## src/logic/flags_bank_pkg.sv

```systemverilog
package flags_bank_pkg;

	// ----------------------------------------
	// register offsets (bank 3 view)
	// ----------------------------------------
	localparam logic [8:0] OFS_INDIRECT_DATA = 9'h180;
	localparam logic [8:0] OFS_PRESCALE_CFG = 9'h181;
	localparam logic [8:0] OFS_PC_LOW = 9'h182;
	localparam logic [8:0] OFS_FLAGS = 9'h183;
	localparam logic [8:0] OFS_INDIRECT_PTR = 9'h184;
	localparam logic [8:0] OFS_PORT_B_DIR = 9'h186;
	localparam logic [8:0] OFS_PC_HIGH_HOLD = 9'h18a;
	localparam logic [8:0] OFS_INT_CONTROL = 9'h18b;
	localparam logic [8:0] OFS_NVM_CONTROL = 9'h18c;
	localparam logic [8:0] OFS_NVM_UNLOCK = 9'h18d;
	localparam logic [8:0] OFS_RSVD_A = 9'h18e;
	localparam logic [8:0] OFS_RSVD_B = 9'h18f;
	localparam logic [6:0] MIRROR_MASK = 7'h7f;

	// ----------------------------------------
	// flag register fields, prescaler assign bit and pc high width
	// ----------------------------------------
	localparam int BIT_IND_BANK = 7;
	localparam int BIT_DIR_BANK_HI = 6;
	localparam int BIT_DIR_BANK_LO = 5;
	localparam int BIT_TIMEOUT = 4;
	localparam int BIT_POWERDOWN = 3;
	localparam int BIT_ZERO = 2;
	localparam int BIT_DIGIT_CARRY = 1;
	localparam int BIT_CARRY = 0;
	localparam int BIT_PRESCALER_ASSIGN = 3;
	localparam int PC_HIGH_BITS = 5;

	// ----------------------------------------
	// reset values
	// ----------------------------------------
	localparam logic [7:0] RST_FLAGS = 8'h18;
	localparam logic [7:0] RST_PRESCALE_CFG = 8'hff;
	localparam logic [7:0] RST_PORT_B_DIR = 8'hff;
	localparam logic [7:0] RST_ZERO_BYTE = 8'h00;
	localparam logic [3:0] RST_WATCHDOG_POSTSCALE = 4'h8;

	// ----------------------------------------
	// alu operations reported by the core
	// ----------------------------------------
	typedef enum logic [2:0] {
		OP_NONE,
		OP_ADD,
		OP_SUB,
		OP_LOGIC,
		OP_ROT_LEFT,
		OP_ROT_RIGHT
	} alu_op_t;

	typedef struct packed {
		logic [8:0] addr;
		logic [7:0] wdata;
		logic wr;
		logic rd;
	} bus_req_t;

	typedef struct packed {
		alu_op_t op;
		logic [7:0] a;
		logic [7:0] b;
	} alu_req_t;

	typedef struct packed {
		logic watchdog_clear_instr;
		logic sleep_instr;
		logic watchdog_expire;
		logic pc_load;
	} core_evt_t;

endpackage

```

## src/logic/cpu_flags_bank_select_regs.sv

```systemverilog
// Our own choice: the plain strobed port.
`timescale 1ns/1ns
// How it works
// - flag-affecting op writing flag reg: zero, digit carry, carry not written; op sets only the flags it affects
// - time-out and power-down bits ignore all software writes
// - bit 7 picks indirect bank pair: 1 upper 100h-1FFh, 0 lower
// - bits 6-5 pick one of four 128-byte direct banks
// - time-out set by power-up, watchdog clear, sleep; cleared on watchdog expiry
// - power-down set by power-up or watchdog clear; cleared by sleep
// - zero flag set when add, subtract or logic result is zero, cleared otherwise
// - digit carry is carry out of bit 3 on add and subtract
// - carry is carry out of bit 7 on add and subtract
// - subtract adds two's complement, so carries mean no borrow, except digit carry is 0 when b is nonzero with low nibble 0
// - rotates load carry with bit shifted out of the source
// - 5-bit pc high holding register copied to pc 12:8 on load
// - mirrored registers reachable at same low offset in every bank
// - unimplemented locations read as zero
// - shared prescaler belongs to watchdog or timer zero, never both
// - prescaler on watchdog gives timer zero a 1:1 rate
// - watchdog period select is the postscale input, registered each cycle
// - config bit 3: 1 prescaler to watchdog, 0 to timer zero
module cpu_flags_bank_select_regs
	import flags_bank_pkg::*;
(
	input wire logic i_clk,
	input wire logic i_sys_rst,
	input wire bus_req_t i_bus,
	input wire alu_req_t i_alu,
	input wire core_evt_t i_evt,
	input wire logic [7:0] i_indirect_rdata,
	input wire logic [3:0] i_watchdog_postscale,
	output logic [7:0] o_rdata,
	output logic [8:0] o_indirect_addr,
	output logic [1:0] o_direct_bank,
	output logic [7:0] o_alu_result,
	output logic [4:0] o_pc_high,
	output logic o_prescaler_to_watchdog,
	output logic o_timer_zero_unscaled,
	output logic [3:0] o_watchdog_period_sel,
	output logic [7:0] o_port_b_dir
);

	// ----------------------------------------
	// state
	// ----------------------------------------
	typedef struct packed {
		logic [7:0] flags;
		logic [7:0] prescale_cfg;
		logic [7:0] pc_low;
		logic [7:0] ind_ptr;
		logic [7:0] port_b_dir;
		logic [4:0] pc_high_hold;
		logic [7:0] int_ctrl;
		logic [7:0] nvm_ctrl;
		logic [4:0] pc_high;
		logic [3:0] watchdog_period;
		logic [7:0] alu_res;
		logic [7:0] rdata;
	} state_t;

	state_t st_reg;
	state_t st_next;
	logic [8:0] sum;
	logic [4:0] nib;
	logic [7:0] opb;
	logic arith;
	logic flag_op;
	logic [8:0] ea;
	logic [7:0] rv;

	always_comb begin
		st_next = st_reg;
		sum = 9'h000;
		nib = 5'h00;
		opb = i_alu.b;
		arith = 1'b0;
		flag_op = 1'b0;
		rv = 8'h00;
		if (i_alu.op == OP_SUB) begin
			opb = 8'(~i_alu.b + 8'h01);
		end
		// mirrored low offsets map into bank 3 view
		ea = i_bus.addr;
		case (i_bus.addr[6:0])
			OFS_INDIRECT_DATA[6:0], OFS_PC_LOW[6:0], OFS_FLAGS[6:0],
			OFS_INDIRECT_PTR[6:0], OFS_PC_HIGH_HOLD[6:0], OFS_INT_CONTROL[6:0]: begin
				ea = {2'b11, i_bus.addr[6:0] & MIRROR_MASK};
			end
			default: begin
			end
		endcase
		// ----------------------------------------
		// software writes
		// ----------------------------------------
		if (i_bus.wr) begin
			if (ea == OFS_PRESCALE_CFG) begin
				st_next.prescale_cfg = i_bus.wdata;
			end else if (ea == OFS_PC_LOW) begin
				st_next.pc_low = i_bus.wdata;
			end else if (ea == OFS_FLAGS) begin
				st_next.flags[7:5] = i_bus.wdata[7:5];
				if (i_alu.op == OP_NONE) begin
					st_next.flags[2:0] = i_bus.wdata[2:0];
				end
			end else if (ea == OFS_INDIRECT_PTR) begin
				st_next.ind_ptr = i_bus.wdata;
			end else if (ea == OFS_PORT_B_DIR) begin
				st_next.port_b_dir = i_bus.wdata;
			end else if (ea == OFS_PC_HIGH_HOLD) begin
				st_next.pc_high_hold = i_bus.wdata[PC_HIGH_BITS-1:0];
			end else if (ea == OFS_INT_CONTROL) begin
				st_next.int_ctrl = i_bus.wdata;
			end else if (ea == OFS_NVM_CONTROL) begin
				st_next.nvm_ctrl = i_bus.wdata;
			end
		end
		// ----------------------------------------
		// alu flag update overrides written data
		// ----------------------------------------
		case (i_alu.op)
			OP_ADD, OP_SUB: begin
				sum = {1'b0, i_alu.a} + {1'b0, opb};
				nib = {1'b0, i_alu.a[3:0]} + {1'b0, opb[3:0]};
				if (i_alu.op == OP_SUB && i_alu.b == 8'h00) begin
					sum[8] = 1'b1;
					nib[4] = 1'b1;
				end
				arith = 1'b1;
				flag_op = 1'b1;
				st_next.alu_res = sum[7:0];
				st_next.flags[BIT_DIGIT_CARRY] = nib[4];
				st_next.flags[BIT_CARRY] = sum[8];
				st_next.flags[BIT_ZERO] = (sum[7:0] == 8'h00);
			end
			OP_LOGIC: begin
				flag_op = 1'b1;
				st_next.alu_res = i_alu.a;
				st_next.flags[BIT_ZERO] = (i_alu.a == 8'h00);
			end
			OP_ROT_LEFT: begin
				st_next.alu_res = {i_alu.a[6:0], st_reg.flags[BIT_CARRY]};
				st_next.flags[BIT_CARRY] = i_alu.a[7];
			end
			OP_ROT_RIGHT: begin
				st_next.alu_res = {st_reg.flags[BIT_CARRY], i_alu.a[7:1]};
				st_next.flags[BIT_CARRY] = i_alu.a[0];
			end
			default: begin
			end
		endcase
		// ----------------------------------------
		// time-out and power-down from core events
		// ----------------------------------------
		if (i_evt.watchdog_expire) begin
			st_next.flags[BIT_TIMEOUT] = 1'b0;
		end else if (i_evt.watchdog_clear_instr || i_evt.sleep_instr) begin
			st_next.flags[BIT_TIMEOUT] = 1'b1;
		end
		if (i_evt.sleep_instr) begin
			st_next.flags[BIT_POWERDOWN] = 1'b0;
		end else if (i_evt.watchdog_clear_instr) begin
			st_next.flags[BIT_POWERDOWN] = 1'b1;
		end
		if (i_evt.pc_load) begin
			st_next.pc_high = st_reg.pc_high_hold;
		end
		st_next.watchdog_period = i_watchdog_postscale;
		// ----------------------------------------
		// read mux, data one cycle later
		// ----------------------------------------
		if (ea == OFS_INDIRECT_DATA) begin
			rv = i_indirect_rdata;
		end else if (ea == OFS_PRESCALE_CFG) begin
			rv = st_reg.prescale_cfg;
		end else if (ea == OFS_PC_LOW) begin
			rv = st_reg.pc_low;
		end else if (ea == OFS_FLAGS) begin
			rv = st_reg.flags;
		end else if (ea == OFS_INDIRECT_PTR) begin
			rv = st_reg.ind_ptr;
		end else if (ea == OFS_PORT_B_DIR) begin
			rv = st_reg.port_b_dir;
		end else if (ea == OFS_PC_HIGH_HOLD) begin
			rv = {3'b000, st_reg.pc_high_hold};
		end else if (ea == OFS_INT_CONTROL) begin
			rv = st_reg.int_ctrl;
		end else if (ea == OFS_NVM_CONTROL) begin
			rv = st_reg.nvm_ctrl;
		end else if (ea == OFS_NVM_UNLOCK) begin
			rv = 8'h00;
		end else begin
			rv = 8'h00;
		end
		st_next.rdata = i_bus.rd ? rv : 8'h00;
		if (i_sys_rst) begin
			st_next = '0;
			st_next.flags = RST_FLAGS;
			st_next.prescale_cfg = RST_PRESCALE_CFG;
			st_next.port_b_dir = RST_PORT_B_DIR;
			st_next.watchdog_period = RST_WATCHDOG_POSTSCALE;
		end
	end

	always_ff @(posedge i_clk) begin
		st_reg <= st_next;
	end

	// ----------------------------------------
	// outputs
	// ----------------------------------------
	assign o_rdata = st_reg.rdata;
	assign o_indirect_addr = {st_reg.flags[BIT_IND_BANK], st_reg.ind_ptr};
	assign o_direct_bank = st_reg.flags[BIT_DIR_BANK_HI:BIT_DIR_BANK_LO];
	assign o_alu_result = st_reg.alu_res;
	assign o_pc_high = st_reg.pc_high;
	assign o_prescaler_to_watchdog = st_reg.prescale_cfg[BIT_PRESCALER_ASSIGN];
	assign o_timer_zero_unscaled = st_reg.prescale_cfg[BIT_PRESCALER_ASSIGN];
	assign o_watchdog_period_sel = st_reg.watchdog_period;
	assign o_port_b_dir = st_reg.port_b_dir;
endmodule // cpu_flags_bank_select_regs

```

## config.mk

```make
export PLATFORM = sky130hd
export DESIGN_NAME = cpu_flags_bank_select_regs
export DESIGN_NICKNAME = d
export VERILOG_FILES = /design/src/logic/flags_bank_pkg.sv /design/src/logic/cpu_flags_bank_select_regs.sv
export SDC_FILE = /design/constraint.sdc
export NUM_CORES = 1
export LEC_CHECK = 0
export BUFFER_PORTS_ARGS = -buffer_cell sky130_fd_sc_hd__buf_4
export CORE_MARGIN = 2
export CORE_UTILIZATION = 45
export CTS_BUF_LIST = sky130_fd_sc_hd__clkbuf_4 sky130_fd_sc_hd__clkbuf_8
export DETAILED_ROUTE_END_ITERATION = 12
export GPL_TIMING_DRIVEN = 0
export PLACE_DENSITY_LB_ADDON = 0.08
export SYNTH_ARGS = -nofsm -noshare
export SYNTH_HDL_FRONTEND = slang
export SYNTH_SLANG_ARGS = --single-unit
export TNS_END_PERCENT = 100
```

## constraint.sdc

```tcl
create_clock -name i_clk -period 4.7 [get_ports i_clk]
set_input_delay 0.47 -clock i_clk [delete_from_list [all_inputs] [get_ports i_clk]]
set_output_delay 0.47 -clock i_clk [all_outputs]
set_load 0.01 [all_outputs]
```

==> flow_metrics.tcl <==
set metrics [dict create \
    drc 0 \
    ff_latch_area_um2 1720 \
    cp_slowest_stage_delay_ns 0.49 \
    grt_pass1_wl_um 23300 \
    core_um2 10800 \
    fin_worst_skew_ns 0.00811 \
    synth.top_cell.area_share 0.349 \
    post_cts_buffers 0 \
    cts_tree "yes" \
    critPathLaunchType "input pin" \
    async_flop_share 0 \
    max-vdd-ir-drop_v 0.000212 \
    multi_input_area_um2 2670 \
    die_h_um 109 \
    path_common_cell "nor2_1" \
    leakagePower_nw 2.62 \
    crit_buf_inv 1 \
    synth.distinct_cells 59 \
    cts_resized 0 \
    syn_nets 662 \
    yosysTopAreaCell "dfxtp_1" \
    gp_congestion 0.988 \
    synth_area_per_cell_um2 8.29 \
    antenna_left 0 \
    drt-vias-per-instance 5.70 \
    initial_utilization 0.458 \
    io_buffers 95 \
    rr_startpoint "st_reg[40]" \
    routed_wirelength_um 15100 \
    largest_reg_flops 41 \
    r2r_slack_ns 3.48 \
    place_hpwl_um 11500 \
    grt_usage 0.258 \
    ys_warn_count 0 \
    dieArea_um2 11800 \
    rsz0062_at_grt "no" \
    worstSetupPathType "input pin to flip-flop" \
    cap_violations 0 \
    yosysSeqAreaShare 0.349 \
    path_cells "clkbuf_1 > nand2b_1 > nor2_1 > o21ai_0 > fa_1 > a211oi_1 > nor2_1 > xor2_1 > or3_1 > or4_1 > a311oi_1" \
    arrival_ns 3.92 \
    drtIter0Drc 418 \
    fin_util 0.559 \
    syn-cell-area_um2 4940 \
    timing.fmax_ghz 0.275 \
    fin_crit_ns 3.63 \
    antenna_cells 0 \
    min_from "i_evt[1]" \
    ys_top_cells_by_area "dfxtp_1 (35%), mux2i_1 (7.7%), buf_4 (7.0%)" \
    clock_latency_ns 0.37 \
    worstSetupStartpoint "i_alu[18]" \
    synth_common_cells "nor2_1 (92), dfxtp_1 (86), buf_4 (46), a21oi_1 (38), mux2i_1 (38)" \
    fillCellCount 1049 \
    synth_ff_type "dfxtp_1" \
    layout-drive-gt1-share 0.248 \
    numCtsBuffers 9 \
    path_max_fanout 9 \
    drt_pre_antenna_iters 7 \
    worstMarginPinSlew_ns 0.987 \
    die_x_um 109 \
    synthMostInstantiatedCell "nor2_1" \
    vias 4820 \
    clockRootBuffer "clkbuf_8" \
    fp-row-count 38 \
    cp_top_family "simple AND/OR/NAND/NOR gates" \
    cp_slowest_cell "or4_1" \
    syn_to_final_growth_pct 22.3 \
    synth_edf_count 0 \
    setup_tns_ns 0 \
    postCtsHoldBufs 0 \
    clk_pin_slew_ns 0.08 \
    ys_ff_latch 86 \
    fin_crit_sh 0.773 \
    clkSinkCount 86 \
    avgRoutedWirePerCell_um 17.8 \
    powerDensity_nw_per_um2 265 \
    nNetsFinal 768 \
    holdCritPathClass "input pin to flip-flop" \
    antenna_found_initial 0 \
    cts_buffer_depth 2 \
    htreeDepth 3 \
    crit_path_end_kind "flip-flop" \
    setup_viol_count_final 0 \
    syn_inst 596 \
    grt-ovfl-total 0 \
    relSlewSlack 0.336 \
    grt_pass1_vias 4441 \
    status "finished, final reports clean" \
    hold_viol 0 \
    io_pins 102 \
    grt_max_degree 14 \
    cp.required_ns 4.98 \
    slew_violations 0 \
]
==> metrics by stage <==
stage	cells	hold WS [ns]	setup WS (ns)	total power, mW	instance area, um2
final	846	0.274	1.07	1.60	6040
after global routing	846	0.285	0.756	1.66	6040
after CTS	846	0.279	1.11	1.60	6040
after detailed placement	831	0.443	0.733	1.04	5830
after global placement	831	0.439	0.763	1.04	5830
after floorplan	596	0.426	1.25	0.929	4940
==> cell type report <==
class | count | area share
clock inverters | 4 | 0.0120
well taps | 140 | 0.0290
clock buffers | 11 | 0.0230
inverters | 19 | 0.0118
multi-input cells | 415 | 0.443
repair buffers | 95 | 0.118
plain buffers | 76 | 0.0781
flip-flops and latches | 86 | 0.285
==> cell usage in the layout, fill, tap and decap left out, types with 13 or more instances in the layout <==
cell      count
buf_4       141
nor2_1       92
dfxtp_1      86
a21oi_1      38
mux2i_1      38
o21ai_0      30
nand2_1      27
clkbuf_1     22
inv_1        19
a211o_1      17
nand3_1      15
nor3_1       14
a211oi_1     13
==> where the power goes <==
group / internal (mW) / leakage, nW / switching (mW) / total [mW]
registers: 0.741 / 0.697 / 0.00872 / 0.750
clock network: 0.308 / 0.106 / 0.268 / 0.575
logic: 0.119 / 1.82 / 0.158 / 0.277
total: 1.17 / 2.62 / 0.435 / 1.60
==> logic make-up after synthesis <==
logic type / count (synthesis) / synth area share
simple gates: 191 / 0.180
compound gates: 162 / 0.231
mux: 40 / 0.0816
fa+ha+maj: 10 / 0.0269
flops: 86 / 0.349
buf+inv: 95 / 0.110
xor+xnor: 12 / 0.0213
==> final timing paths <==
check,to,cells after the start
max,st_reg[80],11
min,st_reg[82],2
max reg2reg,o_rdata[7],4
min reg2reg,st_reg[77],1
==> routing by layer <==
metal / routed length [um] / vias to the layer above / GRT usage
met5: 0 / - / 0
met1: 6500 / 2256 / 0.350
met4: 344 / 0 / 0.0925
met3: 1260 / 33 / 0.0454
li1: - / 2315 / -
met2: 6980 / 216 / 0.412
(Power assumes the default switching activity.)
